--- src/sbcwd_pkg.sv ---
/*
 Shared constants, codes and helper functions of the watchdog supervisor.
 Assumes a 100 MHz system clock; register access is a plain byte-wide port.
*/
`default_nettype none
package sbcwd_pkg;
   // Register addresses
   localparam logic [6:0] ADDR_WD_CTRL = 7'h00;
   localparam logic [6:0] ADDR_WD_STAT = 7'h05;
   localparam logic [6:0] ADDR_NV_CFG  = 7'h74;
   // Control register fields
   localparam int MODE_LSB = 5;
   localparam int PER_LSB  = 0;
   // Redundant codes: every valid pair differs in at least two bits
   localparam logic [2:0] MODE_AUTO = 3'h1;
   localparam logic [2:0] MODE_TMO  = 3'h2;
   localparam logic [2:0] MODE_WIN  = 3'h4;
   localparam logic [3:0] PER_8     = 4'h8;
   localparam logic [3:0] PER_16    = 4'h1;
   localparam logic [3:0] PER_32    = 4'h2;
   localparam logic [3:0] PER_64    = 4'hb;
   localparam logic [3:0] PER_128   = 4'h4;
   localparam logic [3:0] PER_256   = 4'hd;
   localparam logic [3:0] PER_1024  = 4'he;
   localparam logic [3:0] PER_4096  = 4'h7;
   // Non-volatile configuration fields and factory presets
   localparam int NV_UV_LSB = 4;
   localparam int NV_FN_BIT = 3;
   localparam int NV_SD_BIT = 2;
   localparam int NV_SLP_BIT = 0;
   localparam logic [7:0] NV_PRESET = 8'h08;
   localparam logic [7:0] NV_WR_MASK = 8'h3d;
   localparam logic [1:0] UV_90PCT = 2'h0;
   // Reset causes
   localparam logic [4:0] CAUSE_POWER   = 5'h00;
   localparam logic [4:0] CAUSE_SLP_OVF = 5'h0c;
   localparam logic [4:0] CAUSE_EARLY   = 5'h0e;
   localparam logic [4:0] CAUSE_OVF     = 5'h0f;
   localparam logic [4:0] CAUSE_ILLEGAL = 5'h10;
   // Phase status codes
   localparam logic [1:0] WDS_OFF   = 2'h0;
   localparam logic [1:0] WDS_FIRST = 2'h1;
   localparam logic [1:0] WDS_SECOND = 2'h2;
   // Timing
   localparam int unsigned CLK_PERIOD_NS = 10;
   localparam int unsigned MS_IN_NS = 1000000;
   localparam int unsigned CYC_PER_MS_DFLT = MS_IN_NS / CLK_PERIOD_NS;
   localparam int PERIOD_W = 13;

   typedef enum logic [1:0] {
      SBCWD_NORMAL  = 2'h0,
      SBCWD_STANDBY = 2'h1,
      SBCWD_SLEEP   = 2'h2,
      SBCWD_OTHER   = 2'h3
   } sbcwd_sbc_mode_t;

   typedef enum logic [2:0] {
      SBCWD_OFF = 3'b001,
      SBCWD_TMO = 3'b010,
      SBCWD_WIN = 3'b100
   } sbcwd_behav_t;

   function automatic logic sbcwd_mode_ok(input logic [2:0] m);
      return (m == MODE_AUTO) || (m == MODE_TMO) || (m == MODE_WIN);
   endfunction

   // Period in ms, zero for a code that is not permitted
   function automatic logic [PERIOD_W-1:0] sbcwd_period_ms(input logic [3:0] p);
      case (p)
         PER_8:    return 13'd8;
         PER_16:   return 13'd16;
         PER_32:   return 13'd32;
         PER_64:   return 13'd64;
         PER_128:  return 13'd128;
         PER_256:  return 13'd256;
         PER_1024: return 13'd1024;
         PER_4096: return 13'd4096;
         default:  return 13'd0;
      endcase
   endfunction
endpackage
`default_nettype wire

--- src/sbcwd_timer.sv ---
/*
 Watchdog period timer: millisecond prescaler and period counter.
 Assumes period_ms_i is a valid nonzero period while run_i is high.
*/
`timescale 1ns/1ns
`default_nettype none
module sbcwd_timer
   import sbcwd_pkg::*;
#(
   parameter int unsigned CYC_PER_MS = CYC_PER_MS_DFLT
)(
   input  wire logic                clk_sys_i,
   input  wire logic                rst_n_i,
   input  wire logic                run_i,
   input  wire logic                restart_i,
   input  wire logic [PERIOD_W-1:0] period_ms_i,
   output logic                     ovf_o,
   output logic                     second_half_o,
   output logic [PERIOD_W-1:0]      ms_cnt_o
);
   logic [31:0] pre;
   logic        tick;

   assign tick = (pre == 32'(CYC_PER_MS - 1));
   assign second_half_o = (ms_cnt_o >= (period_ms_i >> 1));

   always_ff @(posedge clk_sys_i or negedge rst_n_i)
   begin
      if (!rst_n_i)
      begin
         pre      <= 32'h0;
         ms_cnt_o <= 13'h0;
         ovf_o    <= 1'b0;
      end
      else if (!run_i || restart_i)
      begin
         pre      <= 32'h0;
         ms_cnt_o <= 13'h0;
         ovf_o    <= 1'b0;
      end
      else if (tick)
      begin
         pre <= 32'h0;
         // Wraps on expiry so the timer keeps running
         if (ms_cnt_o == period_ms_i - 13'h1)
         begin
            ms_cnt_o <= 13'h0;
            ovf_o    <= 1'b1;
         end
         else
         begin
            ms_cnt_o <= ms_cnt_o + 13'h1;
            ovf_o    <= 1'b0;
         end
      end
      else
      begin
         pre   <= pre + 32'h1;
         ovf_o <= 1'b0;
      end
   end
endmodule // sbcwd_timer
`default_nettype wire

--- src/sbcwd_nvcfg.sv ---
/*
 Non-volatile start-up configuration register.
 Assumes nv_rst_n_i is asserted only at power-on, not on system resets.
*/
`timescale 1ns/1ns
`default_nettype none
module sbcwd_nvcfg
   import sbcwd_pkg::*;
#(
   parameter bit LOW_VOLT_VARIANT = 1'b0
)(
   input  wire logic       clk_sys_i,
   input  wire logic       nv_rst_n_i,
   input  wire logic       wr_i,
   input  wire logic [7:0] wdata_i,
   output logic [7:0]      cfg_o,
   output logic [1:0]      uv_threshold_select_o
);
   // Reserved bits are masked off and read as zero
   always_ff @(posedge clk_sys_i or negedge nv_rst_n_i)
   begin
      if (!nv_rst_n_i)
         cfg_o <= NV_PRESET;
      else if (wr_i)
         cfg_o <= wdata_i & NV_WR_MASK;
   end

   // Start-up threshold; fixed at 90 % for the low-voltage variant
   always_ff @(posedge clk_sys_i or negedge nv_rst_n_i)
   begin
      if (!nv_rst_n_i)
         uv_threshold_select_o <= UV_90PCT;
      else if (LOW_VOLT_VARIANT)
         uv_threshold_select_o <= UV_90PCT;
      else
         uv_threshold_select_o <= cfg_o[NV_UV_LSB +: 2];
   end
endmodule // sbcwd_nvcfg
`default_nettype wire

--- src/sbcwd_supervisor.sv ---
/*
 Watchdog supervisor: control, status and configuration registers, mode
 decode, trigger checking, failure flag, reset and wake-up requests.
 Assumes the surrounding chip reports its operating mode, performs the
 requested resets and drives rst_n_i on every system reset.
*/
`timescale 1ns/1ns
`default_nettype none
module sbcwd_supervisor
   import sbcwd_pkg::*;
#(
   parameter int unsigned CYC_PER_MS       = CYC_PER_MS_DFLT,
   parameter bit          LOW_VOLT_VARIANT = 1'b0
)(
   input  wire logic            clk_sys_i,
   input  wire logic            rst_n_i,
   input  wire logic            nv_rst_n_i,
   input  wire logic            reg_wr_i,
   input  wire logic            reg_rd_i,
   input  wire logic [6:0]      reg_addr_i,
   input  wire logic [7:0]      reg_wdata_i,
   input  wire sbcwd_sbc_mode_t sbc_mode_i,
   input  wire logic            rxd_low_i,
   input  wire logic            wake_event_i,
   input  wire logic            spi_fail_en_i,
   input  wire logic            wdf_clear_i,
   output logic [7:0]           reg_rdata_o,
   output logic                 reset_req_o,
   output logic [4:0]           reset_cause_o,
   output logic                 serial_failure_event_o,
   output logic                 guard_failure_flag_o,
   output logic                 wake_o,
   output logic                 rxd_force_low_o,
   output logic                 v1_on_req_o,
   output logic                 to_standby_o,
   output logic                 sleep_command_block_o,
   output logic [1:0]           uv_threshold_select_o
);
   logic [7:0]          nv_cfg;
   logic [2:0]          guard_mode_select;
   logic [3:0]          guard_period_select;
   logic [1:0]          guard_phase_state;
   logic                init_pending;
   sbcwd_behav_t        behav;
   sbcwd_behav_t        next_behav;
   logic                forced_normal_operation;
   logic                sw_dev_operation;
   logic                wr_ctrl;
   logic                code_ok;
   logic                cfg_changed;
   logic                illegal_chg;
   logic                trigger;
   logic                early;
   logic                ovf;
   logic                second_half;
   logic [PERIOD_W-1:0] ms_cnt;
   logic                rxd_low_eff;
   logic                auto_wake;
   logic                tmo_ovf;
   logic                sleep_ovf;
   logic                wd_reset;
   logic [4:0]          next_cause;
   logic [2:0]          new_mode;
   logic [3:0]          new_period;

   sbcwd_nvcfg #(
      .LOW_VOLT_VARIANT (LOW_VOLT_VARIANT)
   ) u_nvcfg (
      .clk_sys_i             (clk_sys_i),
      .nv_rst_n_i            (nv_rst_n_i),
      .wr_i                  (reg_wr_i && (reg_addr_i == ADDR_NV_CFG)),
      .wdata_i               (reg_wdata_i),
      .cfg_o                 (nv_cfg),
      .uv_threshold_select_o (uv_threshold_select_o)
   );

   sbcwd_timer #(
      .CYC_PER_MS (CYC_PER_MS)
   ) u_timer (
      .clk_sys_i     (clk_sys_i),
      .rst_n_i       (rst_n_i),
      .run_i         (behav != SBCWD_OFF),
      .restart_i     (trigger || auto_wake || (behav != next_behav)),
      .period_ms_i   (sbcwd_period_ms(guard_period_select)),
      .ovf_o         (ovf),
      .second_half_o (second_half),
      .ms_cnt_o      (ms_cnt)
   );

   assign sleep_command_block_o = nv_cfg[NV_SLP_BIT];
   assign forced_normal_operation = nv_cfg[NV_FN_BIT];
   // Forced-normal takes precedence over software-development
   assign sw_dev_operation = nv_cfg[NV_SD_BIT] && !nv_cfg[NV_FN_BIT];

   // Control write checking
   assign new_mode    = reg_wdata_i[MODE_LSB +: 3];
   assign new_period  = reg_wdata_i[PER_LSB +: 4];
   assign wr_ctrl     = reg_wr_i && (reg_addr_i == ADDR_WD_CTRL) && !init_pending;
   assign code_ok     = sbcwd_mode_ok(new_mode) && (sbcwd_period_ms(new_period) != 13'h0);
   assign cfg_changed = (new_mode != guard_mode_select) || (new_period != guard_period_select);
   assign illegal_chg = wr_ctrl && code_ok && cfg_changed
                        && (sbc_mode_i == SBCWD_NORMAL);
   assign trigger     = wr_ctrl && code_ok && !illegal_chg;
   assign early       = trigger && (behav == SBCWD_WIN) && !second_half;

   assign rxd_low_eff = rxd_low_i || rxd_force_low_o;
   assign auto_wake   = wake_event_i && (guard_mode_select == MODE_AUTO);
   assign tmo_ovf     = ovf && (behav == SBCWD_TMO);
   assign sleep_ovf   = tmo_ovf && (sbc_mode_i == SBCWD_SLEEP);
   assign wd_reset    = illegal_chg || early || (ovf && (behav == SBCWD_WIN))
                        || (tmo_ovf && !sleep_ovf && guard_failure_flag_o);

   // Behaviour selection from mode code and chip mode
   always_comb
   begin
      next_behav = SBCWD_OFF;
      // Held off until the start-up mode is loaded
      if (forced_normal_operation || init_pending)
         next_behav = SBCWD_OFF;
      else
         case (guard_mode_select)
            MODE_WIN:
               if (sbc_mode_i == SBCWD_NORMAL)
                  next_behav = SBCWD_WIN;
               else if (sbc_mode_i != SBCWD_OTHER)
                  next_behav = SBCWD_TMO;
            MODE_TMO:
               if (sbc_mode_i != SBCWD_OTHER)
                  next_behav = SBCWD_TMO;
            MODE_AUTO:
               if (!sw_dev_operation && ((sbc_mode_i == SBCWD_NORMAL)
                   || ((sbc_mode_i == SBCWD_STANDBY) && rxd_low_eff)))
                  next_behav = SBCWD_TMO;
            default:
               next_behav = SBCWD_OFF;
         endcase
   end

   always_ff @(posedge clk_sys_i or negedge rst_n_i)
   begin
      if (!rst_n_i)
         behav <= SBCWD_OFF;
      else
         behav <= next_behav;
   end

   // Mode and period; the default mode is chosen once after reset release
   always_ff @(posedge clk_sys_i or negedge rst_n_i)
   begin
      if (!rst_n_i)
      begin
         init_pending        <= 1'b1;
         guard_mode_select   <= MODE_TMO;
         guard_period_select <= PER_128;
      end
      else if (init_pending)
      begin
         init_pending      <= 1'b0;
         guard_mode_select <= sw_dev_operation ? MODE_AUTO : MODE_TMO;
      end
      else if (trigger)
      begin
         guard_mode_select   <= new_mode;
         guard_period_select <= new_period;
      end
   end

   always_ff @(posedge clk_sys_i or negedge rst_n_i)
   begin
      if (!rst_n_i)
         serial_failure_event_o <= 1'b0;
      else
         serial_failure_event_o <= spi_fail_en_i
                                   && ((wr_ctrl && !code_ok) || illegal_chg);
   end

   // Failure flag: a new overflow wins over a clear in the same cycle
   always_ff @(posedge clk_sys_i or negedge rst_n_i)
   begin
      if (!rst_n_i)
         guard_failure_flag_o <= 1'b0;
      else if (tmo_ovf)
         guard_failure_flag_o <= 1'b1;
      else if (wdf_clear_i)
         guard_failure_flag_o <= 1'b0;
   end

   always_comb
   begin
      next_cause = CAUSE_OVF;
      if (illegal_chg)
         next_cause = CAUSE_ILLEGAL;
      else if (early)
         next_cause = CAUSE_EARLY;
      else if (sleep_ovf)
         next_cause = CAUSE_SLP_OVF;
   end

   always_ff @(posedge clk_sys_i or negedge rst_n_i)
   begin
      if (!rst_n_i)
         reset_req_o <= 1'b0;
      else
         reset_req_o <= wd_reset;
   end

   // Cause survives system resets; cleared only at power-on
   always_ff @(posedge clk_sys_i or negedge nv_rst_n_i)
   begin
      if (!nv_rst_n_i)
         reset_cause_o <= CAUSE_POWER;
      else if (wd_reset || sleep_ovf)
         reset_cause_o <= next_cause;
   end

   // Wake-up side effects
   always_ff @(posedge clk_sys_i or negedge rst_n_i)
   begin
      if (!rst_n_i)
      begin
         wake_o          <= 1'b0;
         rxd_force_low_o <= 1'b0;
         v1_on_req_o     <= 1'b0;
         to_standby_o    <= 1'b0;
      end
      else
      begin
         wake_o       <= sleep_ovf;
         to_standby_o <= auto_wake && (sbc_mode_i == SBCWD_SLEEP);
         if (sleep_ovf || auto_wake)
            rxd_force_low_o <= 1'b1;
         else if (sbc_mode_i == SBCWD_NORMAL)
            rxd_force_low_o <= 1'b0;
         if (sleep_ovf)
            v1_on_req_o <= 1'b1;
         else if (sbc_mode_i != SBCWD_SLEEP)
            v1_on_req_o <= 1'b0;
      end
   end

   always_ff @(posedge clk_sys_i or negedge rst_n_i)
   begin
      if (!rst_n_i)
         guard_phase_state <= WDS_OFF;
      else if (next_behav == SBCWD_OFF)
         guard_phase_state <= WDS_OFF;
      else if (second_half)
         guard_phase_state <= WDS_SECOND;
      else
         guard_phase_state <= WDS_FIRST;
   end

   always_ff @(posedge clk_sys_i or negedge rst_n_i)
   begin
      if (!rst_n_i)
         reg_rdata_o <= 8'h00;
      else if (reg_rd_i)
         case (reg_addr_i)
            ADDR_WD_CTRL: reg_rdata_o <= {guard_mode_select, 1'b0, guard_period_select};
            ADDR_WD_STAT: reg_rdata_o <= {4'h0, forced_normal_operation,
                                          sw_dev_operation, guard_phase_state};
            ADDR_NV_CFG:  reg_rdata_o <= nv_cfg;
            default:      reg_rdata_o <= 8'h00;
         endcase
   end
endmodule // sbcwd_supervisor
`default_nettype wire

--- config.mk ---
export PLATFORM = sky130hd
export DESIGN_NAME = sbcwd_supervisor
export DESIGN_NICKNAME = d
export VERILOG_FILES = /design/src/sbcwd_pkg.sv /design/src/sbcwd_timer.sv /design/src/sbcwd_nvcfg.sv /design/src/sbcwd_supervisor.sv
export SDC_FILE = /design/constraint.sdc
export NUM_CORES = 1
export LEC_CHECK = 0
export ABC_AREA = 1
export BUFFER_PORTS_ARGS = -buffer_cell sky130_fd_sc_hd__buf_2
export CAP_MARGIN = 20
export CORE_MARGIN = 2
export CORE_UTILIZATION = 43
export CTS_BUF_LIST = sky130_fd_sc_hd__clkbuf_2 sky130_fd_sc_hd__clkbuf_4 sky130_fd_sc_hd__clkbuf_8
export DETAILED_ROUTE_END_ITERATION = 16
export MAX_ROUTING_LAYER = met4
export SLEW_MARGIN = 20
export SYNTH_ARGS = -nofsm -noshare
export SYNTH_HDL_FRONTEND = slang
export SYNTH_HIERARCHICAL = 1
export SYNTH_SLANG_ARGS = --single-unit
--- constraint.sdc ---
create_clock -name clk_sys_i -period 6.2 [get_ports clk_sys_i]
set_clock_uncertainty 0.2 [all_clocks]
set_input_delay 1.24 -clock clk_sys_i [delete_from_list [all_inputs] [get_ports clk_sys_i]]
set_output_delay 1.24 -clock clk_sys_i [all_outputs]
set_load 0.005 [all_outputs]
# Word-level counts from Yosys, hierarchy flattened
# Memory sizes are Yosys's and may differ from the RTL's.
# Cells that the tools add are included.
[totals]
inputBits = 26
romBits = 256
mem_bits_rw = 0
register_bits = 86
out_inout_bits = 23
mem_count = 2
latch_bits = 0
[classes]
muxes = 28
shift = 0
n_bitwise = 1
div = 0
addsub = 3
order_cmp = 1
n_reduce_logical = 54
eq_ne = 21
n_mul = 0
[mem_list]
columns = ["name", "words", "width", "rd", "rd_clocked_by_memory_dff", "write_ports", "line_no", "source"]
rows = [
  ["(no name shown)", 16, 8, 1, 0, 0, "sbcwd_pkg.sv:69", "case (p)"],
  ["(no name shown)", 16, 8, 1, 0, 0, "sbcwd_pkg.sv:69", ""],
]
[op_table]
columns = ["operator", "count"]
rows = [
  ["2-to-1 mux 32 bit", 2],
  ["2-to-1 mux 13 bit", 3],
  ["adder 32 x 1 -> 32 bit (second input constant)", 1],
  ["equality test 32 x 17 -> 1 bit (second input constant)", 1],
  ["one-hot mux 8 bit (3 select lines)", 1],
  ["logical AND 1 bit", 22],
  ["logical OR 1 bit", 15],
  ["2-to-1 mux 2 bit", 7],
  ["adder 13 x 1 -> 13 bit (second input constant)", 1],
  ["equality test 13 bit", 1],
  ["greater-or-equal comparator 13 x 12 -> 1 bit", 1],
  ["nonzero test 13 bit", 1],
  ["subtractor 13 x 1 -> 13 bit (second input constant)", 1],
  ["2-to-1 mux 3 bit", 4],
  ["nonzero test 2 bit", 5],
  ["equality test 3 x 1 -> 1 bit (second input constant)", 3],
  ["equality test 3 x 2 -> 1 bit (second input constant)", 3],
  ["equality test 3 bit (second input constant)", 3],
  ["2-to-1 mux 1 bit", 9],
  ["one-hot mux 3 bit (3 select lines)", 1],
  ["zero test 1 bit", 8],
  ["equality test 7 x 3 -> 1 bit (second input constant)", 1],
  ["equality test 7 bit (second input constant)", 1],
  ["zero test 7 bit", 1],
  ["10 further kinds", 12],
]

# Depth between registers and ports, before layout
[depth]
ltp_word = 15
ltp_mapped = 19
depth_no_buf = 18

# By module
# Netlist, hierarchy kept.
[modules_own_cells]
columns = ["mod", "cells_each", "seq_area_each_um2", "area_per_inst_um2", "instances"]
rows = [
  ["sbcwd_timer", 526, 1151.1, 3594.7, 1],
  ["sbcwd_supervisor", 285, 805.8, 2052.0, 1],
  ["sbcwd_nvcfg", 27, 176.4, 262.8, 1],
]

# Worst setup path after synthesis
# No wires, ideal clock.
[synth_timing]
path_type = "input -> register"
startpoint = "input port sbc_mode_i[0]"
endpoint = "register u_timer.ms_cnt_o[0]"
path_slack_ns = 2.904
arrival_ns = 3.020
t_required_ns = 5.924
stages = 14
path_cell_list = "inv_1 ha_1 inv_1 a21oi_1 nor2_1 nor2_1 nand2_1 xor2_1 nand3_1 nor2_1 clkinv_1 nor2_1 nand2_1 o21ai_1"
[synth_via]
elab_chain_cells = 11
elab_cells_between_ends = 20
classes_between = "eq/ne: 3; mux: 6; reduce/logical: 11"
[synth_lines]
columns = ["item", "line_no", "source"]
rows = [
  ["start: declaration", "sbcwd_supervisor.sv:22", "input wire sbcwd_sbc_mode_t sbc_mode_i,"],
  ["equality test 2 x 1 -> 1 bit", "sbcwd_supervisor.sv:132", "|| ((sbc_mode_i == SBCWD_STANDBY) && rxd_low_eff)))"],
  ["logical AND 1 bit", "sbcwd_supervisor.sv:132", ""],
  ["logical OR 1 bit", "sbcwd_supervisor.sv:132", ""],
  ["logical AND 1 bit", "sbcwd_supervisor.sv:131", "if (!sw_dev_operation && ((sbc_mode_i == SBCWD_NORMAL)"],
  ["2-to-1 mux 2 bit", "sbcwd_supervisor.sv:131", ""],
  ["one-hot mux 3 bit (3 select lines) (*)", "sbcwd_supervisor.sv:121", "case (guard_mode_select)"],
  ["2-to-1 mux 3 bit (*)", "sbcwd_supervisor.sv:118", "if (forced_normal_operation || init_pending)"],
  ["via next_behav[0]", "sbcwd_supervisor.sv:45", "sbcwd_behav_t next_behav;"],
  ["!= test 3 bit (*)", "sbcwd_supervisor.sv:83", ".restart_i (trigger || auto_wake || (behav != next_behav)),"],
  ["logical OR 1 bit (*)", "sbcwd_supervisor.sv:83", ""],
  ["logical OR 1 bit (*)", "sbcwd_timer.sv:35", "else if (!run_i || restart_i)"],
  ["2-to-1 mux 13 bit or nonzero test 2 bit (tied branches)", "n/a", ""],
  ["end signal: assignment", "sbcwd_timer.sv:52", "ms_cnt_o <= ms_cnt_o + 13'h1;"],
  ["end: declaration", "sbcwd_timer.sv:19", "output logic [PERIOD_W-1:0] ms_cnt_o"],
]
# Mark *: on every way through the listed nets, which the timed path passes. The rest lies on a longest branch.
# A chain may end at the register's enable or synchronous reset.

# Worst setup path after layout
[layout_timing]
startpoint = "input port reg_wdata_i[2]"
endpoint = "register u_timer.pre[14]"
[layout_via]
elab_chain_cells = 12
elab_cells_between_ends = 14
classes_between = "eq/ne: 1; mux: 1; reduce/logical: 11; memory: 1"
[layout_lines]
columns = ["item", "line_no", "source"]
rows = [
  ["start: declaration", "sbcwd_supervisor.sv:21", "input wire logic [7:0] reg_wdata_i,"],
  ["memory read (16 x 8 bit)", "n/a", ""],
  ["nonzero test 13 bit", "sbcwd_supervisor.sv:99", "assign code_ok = sbcwd_mode_ok(new_mode) && (sbcwd_period_ms(new_period) != 13'h0);"],
  ["logical AND 1 bit", "sbcwd_supervisor.sv:99", ""],
  ["logical AND 1 bit", "sbcwd_supervisor.sv:101, sbcwd_supervisor.sv:103", ""],
  ["logical AND 1 bit", "sbcwd_supervisor.sv:101", "assign illegal_chg = wr_ctrl && code_ok && cfg_changed"],
  ["logical AND 1 bit", "sbcwd_supervisor.sv:102", "&& (sbc_mode_i == SBCWD_NORMAL);"],
  ["zero test 1 bit", "sbcwd_supervisor.sv:103", "assign trigger = wr_ctrl && code_ok && !illegal_chg;"],
  ["logical AND 1 bit (*)", "sbcwd_supervisor.sv:103", ""],
  ["logical OR 1 bit (*) (2 in a row)", "sbcwd_supervisor.sv:83", ""],
  ["logical OR 1 bit (*)", "sbcwd_timer.sv:35", ""],
  ["2-to-1 mux 32 bit (*)", "sbcwd_timer.sv:35", ""],
  ["end signal: assignment", "sbcwd_timer.sv:58", "pre <= pre + 32'h1;"],
  ["end: declaration", "sbcwd_timer.sv:21", "logic [31:0] pre;"],
]
# Mark *: on every way between the ends. The rest lies on a longest branch, timed or not.

==> impl_results.md <==
* Clock transition at path regs at 0.09 ns
* Post-DP HPWL at 10,600 um
* Largest area contributor in the netlist: dfrtp_1
* TritonCTS Buffers at 9
* Period utilization at 63.5%
* PortBufs at 48
* Number of setup violations in the final report at 0
* Synth Register Bits at 85
* Cell count after synthesis at 838
* Avg Cell Area, Syn at 7.05 um2
* Clk root buf: clkbuf_8
* Worst slew pin tran at 0.838 ns
* CP Max Fanout at 40
* Die Width at 121 um
* Gpl congestion at 0.864
* Area delta synth->final at 11.0%
* CP Class: in -> reg
* Unrepaired setup endpoints after global routing: no
* Largest cells by area after synthesis: dfrtp_1 34%, nand2_1 15%, inv_1 6.9%
* Fillcell total at 1,377
* Clk sink count at 85
* Slew HR at 43.9%
* Post-DRT Antenna Nets at 0
* Ratio of cells with drive above 1 in the final layout at 15.8%
* Die height at 121 um
* Final hold violation count at 0
* Inserted Diodes at 0
* I/O pins at 49
* Largest net degree at the start of global routing at 75
* Vias in the first global route at 4,793
* Non-filler instance count after layout at 1,083
* Top cell type's share of synthesized area at 33.9%
* Initial DRC count at 307
* First-pass GRT wire length at 23,200 um
* Die ar. at 14,700 um2
* CP Launch Type: input pin
* Initial antenna violation count at 0
* Vias/cell at 4.80
* CTS tree: built
* Yosys warns at 6
* Detailed Route WL at 13,500 um
* Required time of the critical path at 6.31 ns
* Starting Density at 44.3%
* WL/cell at 12.4 um
* Netlist cell types at 48
* Mapped cell area at 5910 um2
* Min cycle time layout at 3.94 ns
* HP Class: reg -> reg
* Commonest non-fill, non-tap cells in the layout: 236 x nand2_1, 109 x inv_1, 91 x nor2_1
* Postcts setup bufs at 0
* H-Tree Depth at 3
* Seq/Total Area, Yosys at 36.1%
* Max Clock Freq at 254 MHz
* Post-CTS resize count at 0
* Max rail drop VDD at 0.0923 mV
* Worst skew pair latency at 0.37 ns
* Total GRT Usage at 20.6%
* Power Dens Cells at 174 nW/um2
* DRT Pass-1 Iters at 5
* Fraction of registers with async set/reset at 100%
* Total leakage power at 3.20 nW
* Clk buf depth at 2
* DR vias at 5,198
* GRT overflow at 0
* Max cap viols at 0
* Commonest non-fill, non-tap cell in the layout: nand2_1
* Ys flop type: dfrtp_1
* Post-synth EDFFs at 0
* Nets at 948
* Critical Path End Type: register
* Slew Viols, Final at 0
* Post-route DRC at 0
* Hold Buf Count CTS at 0
* Critical Path AT at 4.05 ns
* # rows at 42
* Area of the core at 13,300 um2
* Setup tns final at 0 ns
* Placed cell count at 1,067
* Outcome: finished clean
## state kept, by name, summed over array words and instances (netlist names)
register	flops
u_nvcfg/cfg_o	5
reset_cause_o	4
u_timer/pre	32
u_timer/ovf_o	1
rxd_force_low_o	1
behav	3
guard_mode_select	3
serial_failure_event_o	1
reset_req_o	1
wake_o	1
guard_period_select	4
reg_rdata_o	8
guard_failure_flag_o	1
u_nvcfg/uv_threshold_select_o	2
v1_on_req_o	1
guard_phase_state	2
u_timer/ms_cnt_o	13
init_pending	1
to_standby_o	1
## metrics by stage
stage | hold slack, ns | cell area [um2] | setup WS (ns) | utilization, % | power (W)
floorplan | 0.174 | 5980 | 2.90 | - | 0.000669
global placement | 0.190 | 6340 | 1.95 | 47.5 | 0.000709
detailed placement | 0.190 | 6340 | 1.86 | 47.5 | 0.000710
CTS | 0.215 | 6560 | 2.26 | 49.1 | 0.00116
global route | 0.225 | 6560 | 1.77 | 49.1 | 0.00121
finish | 0.210 | 6560 | 2.26 | 49.1 | 0.00114
## power by group
part / switching [W] / total (W) / internal [W]
Clock: 0.000212 / 0.000443 / 0.000231
Combinational: 0.0000898 / 0.000126 / 0.0000359
Sequential: 0.00000772 / 0.000573 / 0.000565
## cells in the mapped netlist (5+ instances only)
master / instances
dfstp_2: 5
o21ai_0: 17
xor2_1: 17
inv_1: 109
nor2_4: 6
nand2_2: 13
o21ai_1: 6
buf_4: 8
a21oi_2: 10
nor3_1: 39
inv_2: 16
nor2_1: 91
o22ai_1: 6
xnor2_1: 7
nand4_1: 19
o21ai_2: 6
a21oi_1: 22
ha_1: 20
nand2_1: 236
dfrtp_1: 80
nand3_1: 55
nor2_2: 6
## critical path: stages
cell and delay, ns:
buf_2 0.12, inv_2 0.07, nand2_1 0.05, nand2_1 0.08, clkinv_1 0.06, nand2_1 0.06, nand2_2 0.06, nand2_2 0.08
nor2_4 0.04, nand2_2 0.23, inv_1 0.13, nor2_1 0.10, nand3_1 0.08, nor2_1 0.31, nand2_2 0.55, inv_1 0.47
o21ai_0 0.15, a21oi_1 0.13
## layout make-up
| class | count | area [um2] | area share, % |
|---|---|---|---|
| well taps | 176 | 220 | 3.36 |
| repair buffers | 48 | 246 | 3.76 |
| flip-flops and latches | 85 | 2130 | 32.5 |
| clock inverters | 6 | 87.6 | 1.34 |
| clock buffers | 10 | 131 | 2.00 |
| multi-input cells | 629 | 3250 | 49.6 |
| inverters | 129 | 489 | 7.46 |
## path summary, 6_finish.rpt
| check | start | to | slack (ns) | cells after the start |
|---|---|---|---|---|
| max | reg_wdata_i[2] | u_timer/pre[14] | 2.26 | 18 |
| min | u_nvcfg/cfg_o[5] | u_nvcfg/uv_threshold_select_o[1] | 0.21 | 0 |
| max reg2reg | guard_period_select[2] | u_timer/pre[14] | 2.62 | 16 |
| min reg2reg | u_nvcfg/cfg_o[5] | u_nvcfg/uv_threshold_select_o[1] | 0.21 | 0 |
| max in group asynchronous | rst_n_i | u_timer/ms_cnt_o[12] | 4.64 | 1 |
| min in group asynchronous | nv_rst_n_i | u_nvcfg/cfg_o[0] | 0.53 | 1 |
## kinds of logic after synthesis
logic type | share of synthesized area (%)
simple gates | 37.7
buf+inv | 10.1
flops | 36.1
compound gates | 7.83
xor+xnor | 3.94
fa+ha+maj | 4.23
other cells | 0.127
## per-layer routing
| metal | up-vias | wire length [um] | global-route usage [%] | part of all wire (%) |
|---|---|---|---|---|
| li1 | 2775 | - | - | - |
| met1 | 2339 | 6770 | 28.4 | 50 |
| met2 | 72 | 6050 | 30.9 | 45 |
| met3 | 12 | 489 | 4.70 | 3.6 |
| met4 | 0 | 161 | 4.81 | 1.2 |
| met5 | - | 0 | - | 0 |
No activity file was read; power rests on OpenSTA's default activity.
